==> src/logic/tlp_pkg.sv <==
`default_nettype none
package tlp_pkg;
    localparam int INSTR_W = 10;
    localparam int PAGE_W = 7;
    localparam int LOW_W = 7;
    localparam int PC_W = PAGE_W + LOW_W;
    localparam int PRESC_W = 8;
    // table lookup: 0010 followed by a six-bit page field
    localparam logic [3:0] TAB_OP_HI = 4'h2;
    localparam int TAB_OP_LSB = 6;
    // prescaler read: 1001110101
    localparam logic [INSTR_W-1:0] PRESC_OP = 10'h275;
    localparam int TAB_CYCLES = 3;
    localparam int PRESC_CYCLES = 1;
    // bank after reset and wake-up selects pages 0 to 63
    localparam logic BANK_RST = 1'b0;
    localparam logic [PAGE_W-1:0] PAGE_RST = 7'h00;
    localparam logic [LOW_W-1:0] LOW_RST = 7'h00;
    localparam logic [PC_W-1:0] PC_RST = 14'h0000;
    localparam logic [3:0] NIB_RST = 4'h0;
    localparam logic [1:0] DP_RST = 2'h0;

    typedef enum logic [2:0] {
        ST_IDLE = 3'b001,
        ST_FETCH = 3'b010,
        ST_LOAD = 3'b100
    } tab_state_t;

    function automatic logic is_table_op(input logic [INSTR_W-1:0] code);
        is_table_op = (code[INSTR_W-1:TAB_OP_LSB] == TAB_OP_HI);
    endfunction : is_table_op

    function automatic logic is_presc_op(input logic [INSTR_W-1:0] code);
        is_presc_op = (code == PRESC_OP);
    endfunction : is_presc_op
endpackage : tlp_pkg
`default_nettype wire

==> src/logic/table_lookup_prescaler_read.sv <==
// Behaviour
// - table lookup opcode 0010pppppp, three cycles
// - stack pointer increments first; page spans 0-127
// - push pc; jump to page, pointer and accumulator
// - rom word splits into pointer, b, accumulator
// - restore pc from stack, then pop pointer
// - one free stack level needed beforehand
// - bank state picks upper or lower 64 pages
// - prescaler read opcode 1001110101, one cycle
// - prescaler high to b, low to accumulator
`timescale 1ns/1ns
`default_nettype none
module table_lookup_prescaler_read
    import tlp_pkg::*;
(
    // clock and reset
    input wire logic mclk,
    input wire logic rst_n,
    // instruction cycle
    input wire logic cycle_en,
    input wire logic instr_valid,
    input wire logic [INSTR_W-1:0] instr_code,
    // core state
    input wire logic [PC_W-1:0] pc_in,
    input wire logic [2:0] data_pointer_high,
    input wire logic [3:0] acc_in,
    input wire logic [PRESC_W-1:0] timer_prescaler_value,
    // bank control
    input wire logic set_bank_op,
    input wire logic reset_bank_op,
    input wire logic wakeup,
    // rom port
    input wire logic [INSTR_W-1:0] rom_data,
    output logic rom_rd,
    output logic [PC_W-1:0] rom_addr,
    // return stack port
    input wire logic [PC_W-1:0] stack_rdata,
    output logic stack_push,
    output logic [PC_W-1:0] stack_wdata,
    output logic stack_pop,
    // register writes
    output logic pc_we,
    output logic [PC_W-1:0] pc_wdata,
    output logic b_we,
    output logic [3:0] b_wdata,
    output logic a_we,
    output logic [3:0] a_wdata,
    output logic dp_we,
    output logic [1:0] dp_wdata,
    // status
    output logic busy,
    output logic bank_upper
);
    tab_state_t state_q, state_d;
    logic bank_q, bank_d;
    logic [PAGE_W-1:0] page_q, page_d;
    logic [LOW_W-1:0] low_q, low_d;
    logic rom_rd_q, rom_rd_d;
    logic [PC_W-1:0] rom_addr_q, rom_addr_d;
    logic push_q, push_d;
    logic [PC_W-1:0] swdata_q, swdata_d;
    logic pop_q, pop_d;
    logic pc_we_q, pc_we_d;
    logic [PC_W-1:0] pc_wdata_q, pc_wdata_d;
    logic b_we_q, b_we_d;
    logic [3:0] b_wdata_q, b_wdata_d;
    logic a_we_q, a_we_d;
    logic [3:0] a_wdata_q, a_wdata_d;
    logic dp_we_q, dp_we_d;
    logic [1:0] dp_wdata_q, dp_wdata_d;
    logic start_tab, start_presc;
    logic busy_q, busy_d;

    assign start_tab = cycle_en && instr_valid && (state_q == ST_IDLE)
        && is_table_op(instr_code);
    assign start_presc = cycle_en && instr_valid && (state_q == ST_IDLE)
        && is_presc_op(instr_code);

    // reset-bank wins over a simultaneous set-bank, so that wake-up is safe
    always_comb
    begin
        bank_d = bank_q;
        if (reset_bank_op || wakeup)
            bank_d = 1'b0;
        else if (set_bank_op)
            bank_d = 1'b1;
    end

    always_comb
    begin
        state_d = state_q;
        page_d = page_q;
        low_d = low_q;
        rom_rd_d = 1'b0;
        rom_addr_d = rom_addr_q;
        push_d = 1'b0;
        swdata_d = swdata_q;
        pop_d = 1'b0;
        pc_we_d = 1'b0;
        pc_wdata_d = pc_wdata_q;
        b_we_d = 1'b0;
        b_wdata_d = b_wdata_q;
        a_we_d = 1'b0;
        a_wdata_d = a_wdata_q;
        dp_we_d = 1'b0;
        dp_wdata_d = dp_wdata_q;
        case (state_q)
            ST_IDLE:
            begin
                if (start_tab)
                begin
                    // no overflow check: software keeps a level free
                    push_d = 1'b1;
                    swdata_d = pc_in;
                    // bank bit extends the six-bit field to 0..127
                    page_d = {bank_q,
                        instr_code[TAB_OP_LSB-1:0]};
                    low_d = {data_pointer_high, acc_in};
                    state_d = ST_FETCH;
                end
                else if (start_presc)
                begin
                    // carry and skip are not touched: no port for them
                    b_we_d = 1'b1;
                    b_wdata_d = timer_prescaler_value[7:4];
                    a_we_d = 1'b1;
                    a_wdata_d = timer_prescaler_value[3:0];
                end
            end
            ST_FETCH:
            begin
                if (cycle_en)
                begin
                    rom_rd_d = 1'b1;
                    rom_addr_d = {page_q, low_q};
                    state_d = ST_LOAD;
                end
            end
            ST_LOAD:
            begin
                if (cycle_en)
                begin
                    dp_we_d = 1'b1;
                    dp_wdata_d = rom_data[9:8];
                    b_we_d = 1'b1;
                    b_wdata_d = rom_data[7:4];
                    a_we_d = 1'b1;
                    a_wdata_d = rom_data[3:0];
                    pc_we_d = 1'b1;
                    pc_wdata_d = stack_rdata;
                    pop_d = 1'b1;
                    state_d = ST_IDLE;
                end
            end
            default:
            begin
                state_d = ST_IDLE;
            end
        endcase
        busy_d = (state_d != ST_IDLE);
    end

    always_ff @(posedge mclk)
    begin
        if (!rst_n)
        begin
            state_q <= ST_IDLE;
            bank_q <= BANK_RST;
            page_q <= PAGE_RST;
            low_q <= LOW_RST;
            rom_rd_q <= 1'b0;
            rom_addr_q <= PC_RST;
            push_q <= 1'b0;
            swdata_q <= PC_RST;
            pop_q <= 1'b0;
            pc_we_q <= 1'b0;
            pc_wdata_q <= PC_RST;
            b_we_q <= 1'b0;
            b_wdata_q <= NIB_RST;
            a_we_q <= 1'b0;
            a_wdata_q <= NIB_RST;
            dp_we_q <= 1'b0;
            dp_wdata_q <= DP_RST;
            busy_q <= 1'b0;
        end
        else
        begin
            state_q <= state_d;
            bank_q <= bank_d;
            page_q <= page_d;
            low_q <= low_d;
            rom_rd_q <= rom_rd_d;
            rom_addr_q <= rom_addr_d;
            push_q <= push_d;
            swdata_q <= swdata_d;
            pop_q <= pop_d;
            pc_we_q <= pc_we_d;
            pc_wdata_q <= pc_wdata_d;
            b_we_q <= b_we_d;
            b_wdata_q <= b_wdata_d;
            a_we_q <= a_we_d;
            a_wdata_q <= a_wdata_d;
            dp_we_q <= dp_we_d;
            dp_wdata_q <= dp_wdata_d;
            busy_q <= busy_d;
        end
    end

    assign rom_rd = rom_rd_q;
    assign rom_addr = rom_addr_q;
    assign stack_push = push_q;
    assign stack_wdata = swdata_q;
    assign stack_pop = pop_q;
    assign pc_we = pc_we_q;
    assign pc_wdata = pc_wdata_q;
    assign b_we = b_we_q;
    assign b_wdata = b_wdata_q;
    assign a_we = a_we_q;
    assign a_wdata = a_wdata_q;
    assign dp_we = dp_we_q;
    assign dp_wdata = dp_wdata_q;
    assign busy = busy_q;
    assign bank_upper = bank_q;
endmodule : table_lookup_prescaler_read
`default_nettype wire

==> config.mk <==
export PLATFORM = sky130hd
export DESIGN_NAME = table_lookup_prescaler_read
export DESIGN_NICKNAME = d
export VERILOG_FILES = /design/src/logic/tlp_pkg.sv /design/src/logic/table_lookup_prescaler_read.sv
export SDC_FILE = /design/constraint.sdc
export NUM_CORES = 1
export LEC_CHECK = 0
export BUFFER_PORTS_ARGS = -buffer_cell sky130_fd_sc_hd__buf_2
export CORE_MARGIN = 5
export CORE_UTILIZATION = 30
export CTS_CLUSTER_SIZE = 20
export DETAILED_ROUTE_END_ITERATION = 6
export SLEW_MARGIN = 20
export SYNTH_ARGS = -nofsm -noshare
export SYNTH_HDL_FRONTEND = slang
export SYNTH_SLANG_ARGS = --single-unit
export TNS_END_PERCENT = 5
==> constraint.sdc <==
create_clock -name mclk -period 2.47 [get_ports mclk]
set_clock_uncertainty 0.15 [all_clocks]
set_input_delay 0.247 -clock mclk [delete_from_list [all_inputs] [get_ports mclk]]
set_output_delay 0.247 -clock mclk [all_outputs]
set_load 0.02 [all_outputs]
* Word level (Yosys, flattened, before mapping)
Index checks and enable logic that the tools add are counted.
** Word-level totals
- Bits in registers :: 75
- Bits of input ports :: 70
- Output and inout bits :: 61
- Word-level logic and storage cells :: 56
** Cells by class
- Equal/unequal tests :: 9
- Multiplexer cells :: 17
- Bitwise logic cells :: 1
- Reduce and logical (&&, ||, !) cells :: 14
** Operator list (count)
- $mux W4 :: 6
- $pmux W4 S2 :: 2
- $reduce_and A2 Y1 :: 6
- $eq A10 B10 Y1 const B :: 1
- $mux W3 :: 3
- $pmux W3 S3 :: 1
- $ne A2 B2 Y1 const B :: 3
- $eq A4 B2 Y1 const B :: 1
- $logic_and A1 B1 Y1 :: 4
- $mux W1 :: 4
- $reduce_and A4 Y1 :: 1
- $eq A3 B1 Y1 const B :: 1
- $eq A3 B2 Y1 const B :: 1
- $eq A3 B3 Y1 const B :: 1
- $ne A3 B1 Y1 const B :: 1
- $pmux W1 S2 :: 1
- $reduce_bool A2 Y1 :: 1
- $reduce_or A2 Y1 :: 1
- $logic_or A1 B1 Y1 :: 1
- $not A1 Y1 :: 1

* Depth between registers and ports, before layout
Gate-level depths: netlist of run 1.
- Word-level depth :: 6
- Depth in mapped cells :: 7
- Depth with buffers taken out :: 4

* Worst setup path after synthesis of run 1
No wires, ideal clock.
- Path type :: register -> register
- Start :: reg state_q[0]
- End :: reg a_we_q, in the netlist a_we
- Setup time :: 0.087 ns
- Arrival time :: 1.391 ns
- Data required time :: 2.233 ns
- Slack :: 0.842 ns
- Cell stages (with the launch flop) :: 8
- Buffers on the path :: 3
- Clock period less this slack :: 1.628 ns
- Cells stage by stage :: dfxtp_1 > buf_2 > nand2b_4 > or2_1 > buf_2 > o31a_1 > buf_6 > nor4b_2
** On the way
- Cells in the longest elaborated chain, start to end :: 6
- Elaborated cells on any way between the ends :: 8
- Those cells by class :: 2 x eq/ne; 3 x mux; 3 x reduce/logical
** RTL lines
- from (decl) :: line table_lookup_prescaler_read.sv:54 : tab_state_t state_q, state_d;
- from (signal assigned) :: line table_lookup_prescaler_read.sv:188 : state_q <= state_d;
- $eq A3 B1 Y1 :: line table_lookup_prescaler_read.sv:74, table_lookup_prescaler_read.sv:76, table_lookup_prescaler_read.sv:107
- $logic_and A1 B1 Y1 :: line table_lookup_prescaler_read.sv:74, table_lookup_prescaler_read.sv:76
- $logic_and A1 B1 Y1 :: line table_lookup_prescaler_read.sv:77 : && is_presc_op(instr_code);
- $mux W1 :: line table_lookup_prescaler_read.sv:121 : else if (start_presc)
- $mux W1 :: line table_lookup_prescaler_read.sv:110 : if (start_tab)
- $pmux W1 S2 * :: line table_lookup_prescaler_read.sv:107 : case (state_q)
- to (signal assigned) :: line table_lookup_prescaler_read.sv:201 : a_we_q <= a_we_d;
- to (decl) :: line table_lookup_prescaler_read.sv:67 : logic a_we_q, a_we_d;
Every way passes the cells marked *; elsewhere a longest branch is shown, timed or not.
A chain may end at the register's enable or synchronous reset.

* Worst setup path in the final report of run 1
- Start :: reg state_q[0]
- End :: reg swdata_q[0], in the netlist stack_wdata[0]
** On the way
- Cells in the longest elaborated chain, start to end :: 4
** RTL lines
- $eq A3 B1 Y1 * :: line table_lookup_prescaler_read.sv:74, table_lookup_prescaler_read.sv:107
- $logic_and A1 B1 Y1 :: line table_lookup_prescaler_read.sv:74 : assign start_tab = cycle_en && instr_valid && (state_q == ST_IDLE)
- $logic_and A1 B1 Y1 :: line table_lookup_prescaler_read.sv:75 : && is_table_op(instr_code);
- $reduce_and A2 Y1 (no line) *
- to (signal assigned) :: line table_lookup_prescaler_read.sv:195 : swdata_q <= swdata_d;
- to (decl) :: line table_lookup_prescaler_read.sv:61 : logic [PC_W-1:0] swdata_q, swdata_d;
Marks and branches as above.

==> results.sh, run 1 <==
export IMPL_synth_top_area_frac=0.5038
export IMPL_ios=131
export IMPL_r2r_setup_slack_ps=630
export IMPL_synth_seq_area_share=0.5038
export IMPL_status="finished clean"
export IMPL_clk_pin_slew_ps=80
export IMPL_cp_slowest_cell="dfxtp_1"
export IMPL_reg2reg_from="state_q[0]"
export IMPL_cp_cell_sequence="and4bb_1 -> and4b_1 -> buf_4 -> nand2_1 -> a21boi_0"
export IMPL_grt_pass1_vias=2630
export IMPL_start_util=0.3063
export IMPL_synth_area_leaders="dfxtp_1 50%, nand2_1 17%, a21boi_0 15%, mux2i_1 3.0%, mux2_2 3.0%"
export IMPL_yosys_warnings=0
export IMPL_endpoint_kind="flip-flop"
export IMPL_antenna_cells=0
export IMPL_gp_congestion=0.7714
export IMPL_final_cells=631
export IMPL_maxSlewViolCount=0
export IMPL_die_h_um=109.7
export IMPL_power_switching_share=0.2255
export IMPL_critPathMaxStageDelay_ps=450
export IMPL_worst_slew_pin_slew_ps=636.3
export IMPL_yosys_area_top_type="dfxtp_1"
export IMPL_p_sw_mw=0.5156
export IMPL_final_hold_violation_count=0
export IMPL_nets=563
export IMPL_cts_max_level=3
export IMPL_p_comb_frac=0.068
export IMPL_path_class="flip-flop to flip-flop"
export IMPL_grt_max_degree=30
export IMPL_period_needed_ps=1843
export IMPL_post_synth_top_count_cell="nand2_1"
export IMPL_routed_via_density=4.309
export IMPL_core_area_um2=9729
export IMPL_holdPathStages=3
export IMPL_synth_area_per_cell_um2=8.766
export IMPL_reg2reg_depth=5
export IMPL_ir_worst_vdd_uv=317.4
export IMPL_numCtsBuffers=9
export IMPL_chipWidth_um=109.7
export IMPL_setup_viol=0
export IMPL_synth_edff_count=0
export IMPL_syn_num_nets=410
export IMPL_setup_tns_ps=0
export IMPL_p_total_mw=2.287
export IMPL_power_density_nw_per_um2=542.5
export IMPL_finalWirelength_mm=7.815
export IMPL_antenna_found_initial=0
export IMPL_cp_max_fo=28
export IMPL_synthFlopType="dfxtp_1"
export IMPL_grt_usage=0.1313
export IMPL_cts_tree="yes"
export IMPL_min_path_type="input port to flip-flop"
export IMPL_async_flop_share=0
export IMPL_cts_root_buffer="clkbuf_8"
export IMPL_stdcell_area_um2=4215
export IMPL_clock_latency_ps=330
export IMPL_final_layout_size_suffix_gt1_frac=0.3333
export IMPL_p_clk_frac=0.401
export IMPL_fillers=1028
export IMPL_fmax_mhz=542.6
export IMPL_place_hpwl_mm=5.625
export IMPL_rsz0062_at_grt="no"
export IMPL_critical_path_required_ps=2580
export IMPL_p_leak_nw=1.848
export IMPL_wire_per_inst_um=12.39
export IMPL_yosysUniqueCellTypes=35
export IMPL_pwr_share_seq=0.531
export IMPL_grt_pass1_wl_mm=12.43
export IMPL_maxSlewHeadroom=0.5740
export IMPL_syn_area_um2=2980
export IMPL_port_buffers=130
export IMPL_drc_errors=0
export IMPL_cts_buffer_depth=2
export IMPL_first_pass_iters=4
export IMPL_fin_util=0.4333
export IMPL_ys_ff_latch=75
export IMPL_synth_common_cells="133 x nand2_1, 75 x dfxtp_1, 58 x a21boi_0, 10 x buf_2, 10 x clkbuf_1"
export IMPL_worst_r2r_endpoint="stack_wdata[0]"
export IMPL_worstSetupStartpointType="flip-flop"
export IMPL_dp_cells=586
export IMPL_syn_inst=340
export IMPL_maxCapViolCount=0
export IMPL_p_int_mw=1.771
export IMPL_grt_remaining_overflow=0
export IMPL_rows=36
export IMPL_dpl_cell_area_um2=3732
export IMPL_ant_nets=0
export IMPL_crit_arrival_ps=1950
export IMPL_min_to="stack_wdata[4]"
export IMPL_hold_start="pc_in[4]"
export IMPL_cts_resized_gates=0
export IMPL_dr_first_iter_drc_count=90
export IMPL_area_growth_pct=41.44
export IMPL_die_area_um2=12030
export IMPL_vias=2719
export IMPL_cts_sinks=75
export IMPL_finalCritPeriodShare=0.7461
==> placed cells by master (no fill, tap or decap), drive strengths merged <==
cell	synthesis	final
a21boi	58	58
a21oi	1	1
and2	2	2
and3b	1	1
and4	1	1
and4b	1	1
and4bb	1	1
buf	15	138
bufinv	0	1
clkbuf	10	9
clkinv	0	4
clkinvlp	0	2
dfxtp	75	75
dlygate4sd3	0	29
inv	1	1
mux2	8	8
mux2i	9	9
nand2	133	133
nand2b	3	3
nand3	1	1
nand4	1	1
nand4b	1	1
nor2	4	4
nor2b	2	2
nor3	1	1
nor3b	3	3
nor4b	2	2
o211a	1	1
o21a	1	1
o31a	1	1
or2	2	2
xnor2	1	1
==> what timing repair did <==
item | CTS | global route
setup buffers | 0 | 0
hold endpoints to repair | 28 | 0
hold buffers | 29 | 0
==> sequential cells by signal (all words and copies together), names as in the netlist, 2 cells and up <==
signal,flops
a_wdata,4
b_wdata,4
dp_wdata,2
low_q,7
page_q,7
pc_wdata,14
rom_addr,14
stack_wdata,14
state_q,3
==> final cells by class <==
type,instances,area (um^2),area share
Inverter,1,3.754,0.0008905
Clock buffer,9,123.9,0.02939
Multi-Input combinational cell,239,1350,0.3203
Tap cell,133,166.4,0.03948
Clock inverter,7,68.82,0.01633
Sequential cell,75,1501,0.3562
Timing Repair Buffer,167,1001,0.2375
==> worst max-delay path by stage <==
| stage | endpoint | start | depth (start not counted) |
|---|---|---|---|
| finish | stack_wdata[0] | state_q[0] | 5 |
| floorplan | a_we | state_q[0] | 7 |
| global placement | a_we | state_q[0] | 4 |
| global route | page_q[3] | state_q[0] | 5 |
| detailed placement | stack_wdata[0] | state_q[0] | 5 |
| CTS | stack_wdata[0] | state_q[0] | 5 |
==> per-layer routing <==
layer,vias up,track usage,wire length [um]
li1,1411,-,-
met1,1227,0.1615,3386
met2,75,0.2232,3828
met4,0,0.03473,62
met3,6,0.03934,537
met5,-,0,0
==> through the flow <==
step / setup WS (ps) / hold slack [ps]
2_1_floorplan: 841.5 / 173.7
3_5_place_dp: 589.2 / 262.7
5_1_grt: 413.1 / 4.359
3_3_place_gp: 657.7 / 260.2
4_1_cts: 578.9 / 0.5527
6_report: 627.1 / 19.92
==> worst max-delay path, delay by kind of cell, from the launching register on <==
family / cells / cell delay (ps)
compound gates: 1 / 180
buf+inv: 1 / 320
flops: 1 / 450
simple gates: 3 / 650
==> logic make-up (layout without fill, tap and decap cells) <==
kind of cell | after synthesis | after routing | synth area share
AND/OR/NAND/NOR | 159 | 159 | 0.2330
multiplexers | 17 | 17 | 0.06046
AO/OA/AOI/OAI | 62 | 62 | 0.1566
flip-flops | 75 | 75 | 0.5038
XOR/XNOR | 1 | 1 | 0.002939
buffers and inverters | 26 | 184 | 0.04324
==> power groups by stage <==
| stage | Combinational, mW | Sequential, mW | Clock [mW] |
|---|---|---|---|
| 6_report | 0.155 | 1.21 | 0.918 |
| 5_1_grt | 0.171 | 1.21 | 1.01 |
| 4_1_cts | 0.156 | 1.21 | 0.957 |
| 3_5_place_dp | 0.121 | 1.24 | 0 |
| 3_3_place_gp | 0.120 | 1.24 | 0 |
| 2_1_floorplan | 0.0471 | 1.25 | 0 |
Power figures use the tool's default switching activity.
==> run 2, diff against run 1 <==
==> constraint.sdc (replaced) <==
create_clock -name mclk -period 1.75 [get_ports mclk]
set_clock_uncertainty 0.15 [all_clocks]
set_input_delay 0.175 -clock mclk [delete_from_list [all_inputs] [get_ports mclk]]
set_output_delay 0.175 -clock mclk [all_outputs]
set_load 0.02 [all_outputs]
==> run 2 against run 1 <==
Sequential share of layout area decreased by 2.2 points. Worst hold slack improved by 44 ps. Flip-flop and latch count unchanged. Cell count increased by 3.3%. Wire length increased by 1.3%. Cell area increased by 6.5%. Setup slack got worse by 490 ps. Register-to-register slack got worse by 470 ps.
==> results.sh, run 2 (same netlist as run 1, synthesis figures left out) <==
export IMPL_status="finished clean"
export IMPL_die_h_um=109.7
export IMPL_critical_path_required_ps=1880
export IMPL_gp_congestion=0.7146
export IMPL_critPathBufInv=3
export IMPL_finalWirelength_mm=7.919
export IMPL_maxSlewViolCount=0
export IMPL_grt_remaining_overflow=0
export IMPL_first_pass_iters=4
export IMPL_antenna_found_initial=1
export IMPL_cp_slowest_cell="dlygate4sd3_1"
export IMPL_path_class="input port to flip-flop"
export IMPL_cts_buffer_depth=2
export IMPL_die_area_um2=12030
export IMPL_power_density_nw_per_um2=770.7
export IMPL_grt_usage=0.1355
export IMPL_place_hpwl_mm=5.377
export IMPL_hold_start="instr_code[8]"
export IMPL_maxSlewHeadroom=0.8020
export IMPL_grt_max_degree=83
export IMPL_ant_nets=0
export IMPL_numCtsBuffers=9
export IMPL_area_growth_pct=50.59
export IMPL_clk_pin_slew_ps=70
export IMPL_ios=131
export IMPL_cts_root_buffer="clkbuf_8"
export IMPL_min_path_type="input port to flip-flop"
export IMPL_final_hold_violation_count=0
export IMPL_cts_max_level=3
export IMPL_finalCritPeriodShare=0.9217
export IMPL_start_util=0.3063
export IMPL_nets=584
export IMPL_dpl_cell_area_um2=3787
export IMPL_cts_tree="yes"
export IMPL_cp_cell_sequence="dlygate4sd3_1 -> buf_2 -> nor4b_1 -> dlygate4sd3_1"
export IMPL_stdcell_area_um2=4488
export IMPL_setup_viol=0
export IMPL_ir_worst_vdd_uv=404.7
export IMPL_routed_via_density=4.296
export IMPL_rows=36
export IMPL_endpoint_kind="flip-flop"
export IMPL_reg2reg_from="state_q[2]"
export IMPL_crit_arrival_ps=1740
export IMPL_antenna_cells=0
export IMPL_clock_latency_ps=330
export IMPL_final_layout_size_suffix_gt1_frac=0.3314
export IMPL_p_leak_nw=1.969
export IMPL_dr_first_iter_drc_count=102
export IMPL_fmax_mhz=620.0
export IMPL_setup_tns_ps=0
export IMPL_maxCapViolCount=0
export IMPL_fin_util=0.4613
export IMPL_cts_sinks=75
export IMPL_worst_slew_pin_slew_ps=297.0
export IMPL_port_buffers=130
export IMPL_final_cell_mix="133 x nand2_1, 130 x buf_2, 75 x dfxtp_1"
export IMPL_crit_start="wakeup"
export IMPL_final_common_cell="nand2_1"
export IMPL_period_needed_ps=1613
export IMPL_fillers=975
export IMPL_grt_pass1_vias=2824
export IMPL_wire_per_inst_um=12.15
export IMPL_cp_max_fo=1
export IMPL_cp_common_cell="dlygate4sd3_1"
export IMPL_grt_pass1_wl_mm=12.72
export IMPL_cpLargestDelayFamily="buffers and inverters"
export IMPL_core_area_um2=9729
export IMPL_chipWidth_um=109.7
export IMPL_rsz0062_at_grt="no"
export IMPL_worstSetupStartpointType="input port"
export IMPL_drc_errors=0
export IMPL_critPathMaxStageDelay_ps=600
export IMPL_cts_setup_buffers=0
export IMPL_vias=2801
[run 2: where the power goes]
group          leakage (nW)  switching (mW)  internal (mW)
logic                  1.25          0.0902          0.164
clock network         0.113           0.612          0.879
registers             0.604         0.00269           1.71
total                  1.97           0.705           2.75
[run 2: repair_timing]
action                                  in CTS  in global routing
endpoints found under the setup margin       0                 27
resized for setup                            0                  5
hold endpoints to repair                    45                  0
hold buffers                                46                  0
[run 2: final timing paths]
check                           slack (ps)        endpoint  depth (start not counted)
worst max-delay path                   140      bank_upper                          4
worst max register to register         160        low_q[3]                          5
worst min register to register         310  stack_wdata[9]                          2
worst min-delay path                    60      stack_push                          3
[run 2: layout make-up]
class	instances	area, um^2	share of cell area
Clock inverter	4	72.57	0.01617
Tap cell	133	166.4	0.03708
Sequential cell	75	1501	0.3345
Multi-Input combinational cell	239	1359	0.3028
Clock buffer	12	155.1	0.03457
Timing Repair Buffer	188	1230	0.2740
Inverter	1	3.754	0.0008364
[run 2: through the flow]
step,hold WS (ps),setup slack (ps),total power [mW],std cells
CTS,21.52,19.08,3.525,652
finish,63.45,137.1,3.459,652
floorplan,101.7,121.5,1.824,340
detailed placement,191.8,117.2,1.926,590
global placement,189.7,169.5,1.923,590
global route,50.42,31.25,3.618,652
[run 2: tightest hold or removal path, stage by stage]
cell and delay [ps]:
buf_2 100, nor3b_1 40, and4_1 180
[run 2: per-layer routing]
layer	part of all wire	vias up	global-route usage
li1	-	1452	-
met1	0.42	1258	0.1535
met2	0.50	83	0.2376
met3	0.072	6	0.04815
met4	0.0049	2	0.04185
met5	0.00088	-	0
==> run 3, diff against run 2 <==
--- a/config.mk
+++ b/config.mk
@@ -10,6 +10,7 @@
 export CORE_UTILIZATION = 30
 export CTS_CLUSTER_SIZE = 20
 export DETAILED_ROUTE_END_ITERATION = 6
+export RECOVER_POWER = 100
 export SLEW_MARGIN = 20
 export SYNTH_ARGS = -nofsm -noshare
 export SYNTH_HDL_FRONTEND = slang
==> run 3 against run 2 <==
Non-clock buffer count is the same. Sequential power is essentially flat. Via count grew 0.21%. Largest cell class unchanged. Largest power group unchanged. Highest routed layer unchanged.
==> results.sh, run 3 (same netlist as run 1, synthesis figures left out) <==
export IMPL_status="finished clean"
export IMPL_power_density_nw_per_um2=783.8
export IMPL_cp_cell_sequence="dlygate4sd3_1 -> buf_2 -> nor4b_1 -> dlygate4sd3_1"
export IMPL_final_common_cell="nand2_1"
export IMPL_antenna_cells=0
export IMPL_grt_max_degree=83
export IMPL_maxSlewHeadroom=0.7810
export IMPL_ir_worst_vdd_uv=405.2
export IMPL_drc_errors=0
export IMPL_ios=131
export IMPL_clock_latency_ps=330
export IMPL_start_util=0.3063
export IMPL_period_needed_ps=1613
export IMPL_cts_buffer_depth=2
export IMPL_cts_setup_buffers=0
export IMPL_antenna_found_initial=1
export IMPL_cts_max_level=3
export IMPL_setup_tns_ps=0
export IMPL_finalWorstSetupSlack_ps=137.4
export IMPL_dr_first_iter_drc_count=120
export IMPL_final_hold_violation_count=0
export IMPL_finalCritPeriodShare=0.9215
export IMPL_numCtsBuffers=9
export IMPL_die_h_um=109.7
export IMPL_rows=36
export IMPL_vias=2807
export IMPL_ant_nets=0
export IMPL_grt_remaining_overflow=0
export IMPL_cts_root_buffer="clkbuf_8"
export IMPL_worst_slew_pin_slew_ps=328.5
export IMPL_path_class="input port to flip-flop"
export IMPL_crit_arrival_ps=1740
export IMPL_wire_per_inst_um=12.18
export IMPL_port_buffers=130
export IMPL_nets=584
export IMPL_critical_path_required_ps=1880
export IMPL_place_worst_setup_slack_ps=117.2
export IMPL_setup_viol=0
export IMPL_gp_congestion=0.7146
export IMPL_min_path_type="input port to flip-flop"
export IMPL_rsz0062_at_grt="no"
export IMPL_grt_usage=0.1355
export IMPL_chipWidth_um=109.7
export IMPL_place_hpwl_mm=5.377
export IMPL_routed_via_density=4.305
export IMPL_clk_pin_slew_ps=70
export IMPL_core_area_um2=9729
export IMPL_die_area_um2=12030
export IMPL_fmax_mhz=620.1
export IMPL_endpoint_kind="flip-flop"
export IMPL_cp_max_fo=1
export IMPL_worstSetupStartpointType="input port"
export IMPL_maxCapViolCount=0
export IMPL_finalWirelength_mm=7.943
export IMPL_cts_tree="yes"
export IMPL_final_layout_size_suffix_gt1_frac=0.2139
export IMPL_dpl_cell_area_um2=3787
export IMPL_critPathMaxStageDelay_ps=600
export IMPL_fin_util=0.4534
export IMPL_cp_common_cell="dlygate4sd3_1"
export IMPL_stdcell_area_um2=4412
export IMPL_grt_pass1_wl_mm=12.72
export IMPL_area_growth_pct=48.03
export IMPL_cp_slowest_cell="dlygate4sd3_1"
export IMPL_final_cell_mix="133 x nand2_1, 75 x dfxtp_1, 69 x buf_2"
export IMPL_grt_pass1_vias=2824
export IMPL_cts_sinks=75
export IMPL_maxSlewViolCount=0
export IMPL_p_leak_nw=1.700
export IMPL_first_pass_iters=4
-- run 3: cell count changes in the layout (fill, tap and decap cells not counted), sizes merged --
cell    delta
buf       -62
clkbuf    +62
-- run 3: worst paths after layout --
kind / cells after the start / from / slack (ps) / endpoint
max: 4 / wakeup / 140 / bank_upper
max reg2reg: 5 / state_q[2] / 160 / low_q[3]
min: 3 / instr_code[8] / 60 / stack_push
min reg2reg: 2 / stack_wdata[9] / 310 / stack_wdata[9]
-- run 3: layer usage --
metal / wire length [um] / GRT usage / vias up
li1: - / - / 1452
met1: 3367 / 0.1535 / 1269
met2: 3951 / 0.2376 / 75
met3: 534 / 0.04815 / 9
met4: 83 / 0.04185 / 2
met5: 7 / 0 / -
-- run 3: critical path, delay by kind of cell --
kind                   cells  cell delay (ps)
and+or+nand+nor            1              310
buffers and inverters      3             1260
-- run 3: final cells by class --
cell class	instances	area (um^2)
Fill cell	1004	5318
Sequential cell	75	1501
Multi-Input combinational cell	239	1359
Timing Repair Buffer	188	1154
Tap cell	133	166.4
Clock buffer	12	155.1
Clock inverter	4	72.57
Inverter	1	3.754
-- run 3: report_power, final --
part / internal, mW / total [mW] / switching, mW
sequential: 1.71 / 1.71 / 0.00278
combinational: 0.163 / 0.252 / 0.0898
clock: 0.879 / 1.49 / 0.612
total: 2.75 / 3.46 / 0.705
-- run 3: metrics by stage --
stage / cells / hold WS [ps] / power [mW]
after detailed placement: 590 / 191.8 / 1.926
after global placement: 590 / 189.7 / 1.923
after CTS: 652 / 21.52 / 3.525
after floorplan: 340 / 101.7 / 1.824
final: 652 / 62.22 / 3.458
after global routing: 652 / 50.42 / 3.617
-- run 3: repair_timing --
item,CTS,global route
gates resized for setup,0,5
hold buffers,46,0
endpoints found under the setup margin,0,27
hold endpoints to repair,45,0
